$ cat src/pkg/asrrs_pkg.sv
/*
 Shared constants and carriers for the async serial rate and receive-status block.
 Assumes a single 250 MHz system clock domain.
*/
package asrrs_pkg;
    localparam int unsigned CLK_MHZ        = 250;
    localparam int unsigned CLK_PERIOD_NS  = 1000 / CLK_MHZ;
    localparam int unsigned TC_W           = 16;
    localparam int unsigned DIV_W          = 24;
    localparam int unsigned FIFO_DEPTH     = 4;
    localparam int unsigned PTR_W          = 2;
    localparam int unsigned CNT_W          = 3;
    localparam logic [2:0]  SS_EXT         = 3'h7;
    localparam logic [DIV_W-1:0] PRE_BASE  = 24'h00000a;
    localparam logic [DIV_W-1:0] PRE_EXTRA = 24'h000014;
    localparam logic [6:0]  CM_16          = 7'h10;
    localparam logic [6:0]  CM_64          = 7'h40;
    localparam logic [6:0]  CM_1           = 7'h01;
    localparam logic [TC_W-1:0] TC_OFFSET  = 16'h0002;
    localparam logic [3:0]  BITS_7         = 4'h7;
    localparam logic [3:0]  BITS_8         = 4'h8;

    typedef struct packed {
        logic       data_width_select;
        logic       parity_enable;
        logic       stop_bit_count_select;
        logic       divide_ratio_select;
        logic       times_one_clock_select;
        logic       prescale_select;
        logic       rate_generator;
        logic [2:0] speed_select;
        logic [TC_W-1:0] rate_time_constant;
        logic       rx_int_inhibit;
        logic       rx_int_enable;
        logic       rx_dma_enable;
    } asrrs_cfg_type;

    typedef struct packed {
        logic rx_data_full_flag;
        logic parity_error_flag;
        logic framing_error_flag;
        logic rx_overrun_flag;
        logic rx_irq;
        logic rx_dma_req;
    } asrrs_stat_type;

    typedef struct packed {
        logic       valid;
        logic [7:0] data;
        logic       parity_err;
        logic       framing_err;
    } asrrs_char_type;

    // Clock mode divisor from times-one and divide-ratio bits; 11 treated as 16
    function automatic logic [6:0] clock_mode(input logic x1, input logic dr);
        case ({x1, dr})
            2'b00: clock_mode = CM_16;
            2'b01: clock_mode = CM_64;
            2'b10: clock_mode = CM_1;
            default: clock_mode = CM_16;
        endcase
    endfunction
endpackage

$ cat src/design/asrrs_rate_gen.sv
/*
 Rate generator: produces one sample tick per divider period, or per rising edge of i_ext_clk when speed_select is SS_EXT.
 Assumes i_ext_clk is already synchronised to i_clk by the caller.
*/
`timescale 1ns/100ps
`default_nettype none
module asrrs_rate_gen (
    input  wire logic                  i_clk,
    input  wire logic                  i_rst,
    input  wire asrrs_pkg::asrrs_cfg_type i_cfg,
    input  wire logic                  i_ext_clk,
    output logic                       o_tick
);
    import asrrs_pkg::*;

    typedef struct packed {
        logic [DIV_W-1:0] cnt;
        logic             ext_d;
        logic             tick;
    } asrrs_rg_state_type;

    asrrs_rg_state_type st_ff;
    asrrs_rg_state_type nxt_st;
    logic [DIV_W-1:0]   period;

    always_comb begin
        if (i_cfg.rate_generator) begin
            // Widen before adding so a large constant cannot wrap
            period = DIV_W'({(DIV_W-1)'(i_cfg.rate_time_constant) + (DIV_W-1)'(TC_OFFSET), 1'b0});
        end else begin
            period = (i_cfg.prescale_select ? PRE_BASE + PRE_EXTRA : PRE_BASE)
                     << i_cfg.speed_select;
        end
    end

    always_comb begin
        nxt_st       = st_ff;
        nxt_st.ext_d = i_ext_clk;
        nxt_st.tick  = 1'b0;
        if (i_cfg.speed_select == SS_EXT) begin
            nxt_st.tick = i_ext_clk & ~st_ff.ext_d;
        end else if (st_ff.cnt >= period - DIV_W'(1)) begin
            nxt_st.cnt  = '0;
            nxt_st.tick = 1'b1;
        end else begin
            nxt_st.cnt = st_ff.cnt + DIV_W'(1);
        end
    end

    always_ff @(posedge i_clk or posedge i_rst) begin
        if (i_rst) begin
            st_ff <= '0;
        end else begin
            st_ff <= nxt_st;
        end
    end

    assign o_tick = st_ff.tick;
endmodule
`default_nettype wire

$ cat src/design/asrrs_top.sv
/*
 Async serial rate selection, character format and receive status logic.
 Assumes a 250 MHz i_clk; the serial line and external clock pin are asynchronous.
*/
`timescale 1ns/100ps
`default_nettype none
module asrrs_top (
    input  wire logic                    i_clk,
    input  wire logic                    i_rst,
    input  wire asrrs_pkg::asrrs_cfg_type i_cfg,
    input  wire logic                    i_rx_line,
    input  wire logic                    i_async_clock_pin,
    input  wire logic                    i_rd_strobe,
    input  wire logic                    i_err_clear,
    output logic [7:0]                   o_rd_data,
    output asrrs_pkg::asrrs_stat_type    o_stat
);
    import asrrs_pkg::*;

    typedef enum logic [2:0] {RX_IDLE, RX_START, RX_DATA, RX_PAR, RX_STOP} asrrs_rx_type;

    typedef struct packed {
        logic [1:0]       rx_sync;
        logic [1:0]       ck_sync;
        asrrs_rx_type     rx_st;
        logic [6:0]       sub;
        logic [CNT_W:0]   bitn;
        logic [7:0]       shreg;
        logic             par;
        logic             stop2;
        logic [FIFO_DEPTH-1:0][7:0] fifo;
        logic [PTR_W-1:0] wp;
        logic [PTR_W-1:0] rp;
        logic [PTR_W:0]   cnt;
        logic [7:0]       rdata;
        logic             pe;
        logic             fe;
        logic             ovr;
    } asrrs_state_type;

    asrrs_state_type st_ff;
    asrrs_state_type nxt_st;
    logic            tick;
    logic [6:0]      cmode;
    logic [3:0]      nbits;
    logic            rxd;
    logic            push;
    logic            pop;
    logic            wr;
    logic            full;

    asrrs_rate_gen u_rate_gen (
        .i_clk     (i_clk),
        .i_rst     (i_rst),
        .i_cfg     (i_cfg),
        .i_ext_clk (st_ff.ck_sync[1]),
        .o_tick    (tick)
    );

    assign cmode = clock_mode(i_cfg.times_one_clock_select, i_cfg.divide_ratio_select);
    assign nbits = i_cfg.data_width_select ? BITS_8 : BITS_7;
    assign rxd   = st_ff.rx_sync[1];
    assign pop   = i_rd_strobe && (st_ff.cnt != '0);

    always_comb begin
        nxt_st         = st_ff;
        push           = 1'b0;
        wr             = 1'b0;
        nxt_st.rx_sync = {st_ff.rx_sync[0], i_rx_line};
        nxt_st.ck_sync = {st_ff.ck_sync[0], i_async_clock_pin};
        if (tick) begin
            nxt_st.sub = (st_ff.sub >= cmode - 7'h01) ? 7'h00 : st_ff.sub + 7'h01;
        end
        case (st_ff.rx_st)
            RX_IDLE: begin
                if (!rxd) begin
                    nxt_st.rx_st = RX_START;
                    nxt_st.sub   = 7'h00;
                end
            end
            RX_START: begin
                if (tick && st_ff.sub == (cmode >> 1)) begin
                    nxt_st.rx_st = rxd ? RX_IDLE : RX_DATA;
                    nxt_st.sub   = (cmode >> 1) + 7'h01 - ((cmode == CM_1) ? 7'h01 : 7'h00);
                    nxt_st.bitn  = '0;
                    nxt_st.par   = 1'b0;
                    nxt_st.stop2 = 1'b0;
                    nxt_st.shreg = '0;
                end
            end
            RX_DATA: begin
                if (tick && st_ff.sub == (cmode >> 1)) begin
                    nxt_st.shreg = {rxd, st_ff.shreg[7:1]};
                    nxt_st.par   = st_ff.par ^ rxd;
                    nxt_st.bitn  = st_ff.bitn + 4'h1;
                    if (st_ff.bitn + 4'h1 == nbits) begin
                        nxt_st.rx_st = i_cfg.parity_enable ? RX_PAR : RX_STOP;
                    end
                end
            end
            RX_PAR: begin
                if (tick && st_ff.sub == (cmode >> 1)) begin
                    nxt_st.par   = st_ff.par ^ rxd;
                    nxt_st.rx_st = RX_STOP;
                end
            end
            RX_STOP: begin
                if (tick && st_ff.sub == (cmode >> 1)) begin
                    if (!rxd) begin
                        nxt_st.fe = 1'b1;
                    end
                    if (i_cfg.stop_bit_count_select && !st_ff.stop2 && rxd) begin
                        nxt_st.stop2 = 1'b1;
                    end else begin
                        nxt_st.rx_st = RX_IDLE;
                        push         = 1'b1;
                        if (i_cfg.parity_enable && st_ff.par) begin
                            nxt_st.pe = 1'b1;
                        end
                    end
                end
            end
            default: nxt_st.rx_st = RX_IDLE;
        endcase
        // Error flags: set wins over clear
        if (i_err_clear) begin
            nxt_st.pe  = 1'b0;
            nxt_st.fe  = 1'b0;
            nxt_st.ovr = 1'b0;
            if (push && (!rxd)) begin
                nxt_st.fe = 1'b1;
            end
            if (push && i_cfg.parity_enable && st_ff.par) begin
                nxt_st.pe = 1'b1;
            end
        end
        if (pop) begin
            nxt_st.rdata = st_ff.fifo[st_ff.rp];
            nxt_st.rp    = st_ff.rp + PTR_W'(1);
        end
        // push into FIFO; full FIFO with no pop overruns
        if (push) begin
            if (st_ff.cnt == (PTR_W+1)'(FIFO_DEPTH) && !pop) begin
                nxt_st.ovr = 1'b1;
            end else begin
                nxt_st.fifo[st_ff.wp] = i_cfg.data_width_select ? st_ff.shreg
                                        : {1'b0, st_ff.shreg[7:1]};
                nxt_st.wp             = st_ff.wp + PTR_W'(1);
                wr                    = 1'b1;
            end
        end
        // count tracks occupancy
        // Sticky overrun must not stall later writes
        nxt_st.cnt = st_ff.cnt + (PTR_W+1)'(wr) - (PTR_W+1)'(pop);
    end

    always_ff @(posedge i_clk or posedge i_rst) begin
        if (i_rst) begin
            st_ff         <= '0;
            st_ff.rx_sync <= 2'h3;
            st_ff.rx_st   <= RX_IDLE;
        end else begin
            st_ff <= nxt_st;
        end
    end

    assign o_rd_data = st_ff.rdata;
    assign full      = (st_ff.cnt != '0);

    always_comb begin
        o_stat                    = '0;
        o_stat.rx_data_full_flag  = full;
        o_stat.parity_error_flag  = st_ff.pe;
        o_stat.framing_error_flag = st_ff.fe;
        o_stat.rx_overrun_flag    = st_ff.ovr;
        o_stat.rx_irq             = full && i_cfg.rx_int_enable && !i_cfg.rx_int_inhibit;
        o_stat.rx_dma_req         = full && i_cfg.rx_dma_enable
                                    && !(st_ff.pe || st_ff.fe || st_ff.ovr);
    end
endmodule
`default_nettype wire

$ cat config.mk
export PLATFORM = sky130hd
export DESIGN_NAME = asrrs_top
export DESIGN_NICKNAME = d
export VERILOG_FILES = /design/src/pkg/asrrs_pkg.sv /design/src/design/asrrs_rate_gen.sv /design/src/design/asrrs_top.sv
export SDC_FILE = /design/constraint.sdc
export NUM_CORES = 1
export LEC_CHECK = 0
export CAP_MARGIN = 20
export CORE_UTILIZATION = 36
export DETAILED_ROUTE_END_ITERATION = 12
export DONT_BUFFER_PORTS = 1
export GPL_TIMING_DRIVEN = 0
export REMOVE_ABC_BUFFERS = 1
export SETUP_SLACK_MARGIN = 0.3
export SYNTH_ARGS = -nofsm -noshare
export SYNTH_HDL_FRONTEND = slang
export SYNTH_SLANG_ARGS = --single-unit
$ cat constraint.sdc
create_clock -name i_clk -period 4.3 [get_ports i_clk]
set_clock_uncertainty 0.2 [all_clocks]
set_input_delay 0.43 -clock i_clk [delete_from_list [all_inputs] [get_ports i_clk]]
set_output_delay 0.43 -clock i_clk [all_outputs]
set_load 0.05 [all_outputs]
==> results.py <==
metrics = {
    "timing": {
        "period_share": 0.910,
        "max_slew.worst_pin.slew_ps": 869,
        "finalHoldViolCount": 0,
        "slew_violations": 0,
        "worst_slack_ps": 386,
        "setup_violations": 0,
        "max_freq_mhz": 255,
        "slew_headroom": 0.419,
        "period_needed_ps": 3910,
        "worst_hold_slack_ps": 38.2,
        "rsz0062_at_grt": "yes",
    },
    "place": {
        "hpwl_um": 8900,
        "preCtsSetupSlack_ps": -369,
        "port_buffers": 0,
        "post_dp_cell_area_sq_um": 6710,
        "gp_congestion": 0.761,
    },
    "floorplanning": {
        "initial_utilization": 0.368,
        "die-area_sq_um": 18900,
        "die_x_um": 137,
        "ioPinCount": 49,
        "placeableCoreArea_sq_um": 18000,
        "fp.dieH_um": 137,
        "num_rows": 49,
    },
    "routing": {
        "drt_first_iter_violations": 238,
        "wl_per_cell_um": 14.3,
        "viasPerCell": 5.12,
        "dr.pass1.iters": 4,
        "wl_um": 13000,
        "num_vias": 4660,
        "ant_nets": 0,
        "drc": 0,
    },
    "power": {
        "switchingPower_mw": 0.879,
        "power.share.switching": 0.315,
        "power_per_cell_area_nw_per_um2": 384,
        "power.internal_mw": 1.91,
        "combPwrFrac": 0.238,
        "leakagePower_nw": 3.21,
        "power_frac_clock": 0.310,
        "share_seq_of_total_power": 0.452,
        "ir_drop_mv": 0.284,
    },
    "run": {
        "maxCapViolCount": 0,
    },
    "clock_tree": {
        "clk_pin_slew_worst_paths_ps": 70,
        "clock_latency_ps": 350,
        "cts_made_buffers": 9,
        "clock_path_buffers": 2,
        "cts_tree": "yes",
        "clkSinkCount": 104,
        "cts-root-buf": "clkbuf_16",
        "htree_num_levels": 3,
    },
    "cells_and_area": {
        "fillCellCount": 1769,
        "antennaDiodeCount": 0,
        "drive_above_1_share": 0.119,
        "final_util": 0.405,
        "fin_nets": 757,
        "fin_area_sq_um": 7280,
        "multiInputGateArea_sq_um": 3790,
        "syn2layout_area_growth_pct": 10.2,
        "seqCellArea_sq_um": 2610,
    },
    "yosys": {
        "async_reset_ff_frac": 1.00,
        "yosysWarnings": 0,
        "yosys.area.top_type_share": 0.386,
        "synth_cells": 692,
        "synthTopCellsByCount": "dfrtp_1 (102), nand2_1 (89), nor2_1 (61), o21ai_0 (49), ha_1 (45)",
        "synth_top_area_cell": "dfrtp_1",
        "synthDistinctLibCells": 78,
        "synth-main-ff-cell": "dfrtp_1",
        "synth-edff-count": 0,
        "ys_ff_latch": 104,
        "synth.most_common_cell": "dfrtp_1",
        "syn_avg_cell_area_sq_um": 9.55,
        "synth_area_sq_um": 6610,
        "ys_seq_area_frac": 0.394,
        "synth.area.top_cells": "dfrtp_1 (39%), ha_1 (8.5%), nand2_1 (5.1%)",
    },
    "hold_path": {
        "hold_start": "i_cfg[27]",
        "min_path_type": "input pin to flip-flop",
    },
    "setup_path": {
        "crit_type": "input pin to flip-flop",
        "cp.required_ps": 4330,
        "r2r_start": "st_ff[69]",
        "worst-path-max-fanout": 9,
        "cp-startpoint": "i_cfg[4]",
        "critPathCaptureType": "flip-flop",
        "startpoint_type": "input pin",
        "crit_arrival_ps": 3950,
    },
    "global_route": {
        "grt_usage": 0.141,
        "met3_usage": 0.0265,
        "first_global_vias": 4335,
        "grt_pass1_wl_um": 21000,
        "use_met2": 0.228,
        "grt_use_met1": 0.183,
        "antenna_found_initial": 0,
        "grt-busiest-layer": "met2",
        "grt_overflow": 0,
        "grt_max_degree": 72,
    },
    "outcome": {
        "status": "finished, final reports clean",
    },
}
-- routing by layer --
layer / wire [um] / vias up / share of wire
li1: - / 2403 / -
met1: 6220 / 2169 / 0.48
met2: 6010 / 72 / 0.46
met3: 458 / 16 / 0.035
met4: 286 / 0 / 0.022
met5: 0 / - / 0
-- registers in the layout (all words and copies together), names as in the netlist --
register and count:
nxt_st 2, o_rd_data 8, o_stat 3, rxd 1, st_ff 64, u_rate_gen.o_tick 1, u_rate_gen.st_ff 25
-- layout by cell type (no fill, tap or decap), types with 14 or more instances in the layout --
| master | synthesis | layout |
|---|---|---|
| xor2_1 | 25 | 25 |
| nand2b_1 | 14 | 14 |
| a21oi_1 | 14 | 14 |
| inv_1 | 28 | 27 |
| dfrtp_1 | 102 | 102 |
| o21ai_0 | 49 | 49 |
| nand2_1 | 89 | 87 |
| nand4_1 | 15 | 15 |
| xnor2_1 | 29 | 29 |
| ha_1 | 45 | 44 |
| nor2_1 | 61 | 56 |
| nand3_1 | 18 | 17 |
-- worst max-delay path, stage by stage --
cell and delay [ps]:
ha_2 190, and3_4 240, and4b_1 200, o22a_1 210, nand2_2 90, or4_4 580
or3_1 380, a31oi_1 180, ha_1 160, nand2_2 60, nor4_4 200, nor4bb_4 300
o41ai_4 150, a31oi_4 310, clkbuf_16 220, nor2_1 40
-- cell type report --
type                    count  area share
inverters                  29      0.0153
repair buffers             14      0.0244
well taps                 229      0.0393
clock buffers              11      0.0320
multi-input cells         518       0.520
clock inverters             5      0.0112
flip-flops and latches    104       0.358
-- worst paths after layout --
check	to	slack [ps]	depth (start not counted)
setup / recovery	u_rate_gen.st_ff[12]	390	16
hold / removal	o_stat[4]	40	2
setup reg to reg	st_ff[13]	640	12
hold reg to reg	st_ff[75]	150	0
max in group asynchronous	st_ff[28]	2830	3
min in group asynchronous	st_ff[67]	380	2
-- stage by stage --
stage	power, mW	setup TNS, ps	std cells
floorplan	1.76	-6360	651
global placement	1.89	-57970	880
detailed placement	1.92	-7900	882
CTS	2.80	0	903
global route	2.98	0	910
finish	2.79	0	910
-- repair_timing --
item / in CTS / in global routing
gates resized for setup: 3 / 22
hold buffers: 4 / 0
pin swaps: 1 / 1
setup endpoints to repair: 25 / 25
cloned: 0 / 2
hold endpoints to repair: 37 / 0
buffers inserted: 1 / 5
-- logic make-up after synthesis --
| kind of cell | synth area share |
|---|---|
| buf+inv | 0.0525 |
| fa+ha+maj | 0.0883 |
| mux | 0.0600 |
| flops | 0.394 |
| xor+xnor | 0.0716 |
| compound gates | 0.132 |
| simple gates | 0.201 |
-- power groups by stage --
stage               sequential [mW]  combinational, mW  clock, mW
finish                         1.26              0.664      0.866
global placement               1.28              0.611          0
CTS                            1.26              0.641      0.897
detailed placement             1.28              0.635          0
global route                   1.29              0.759      0.930
floorplan                      1.23              0.526          0
No activity file was read; power rests on OpenSTA's default activity.
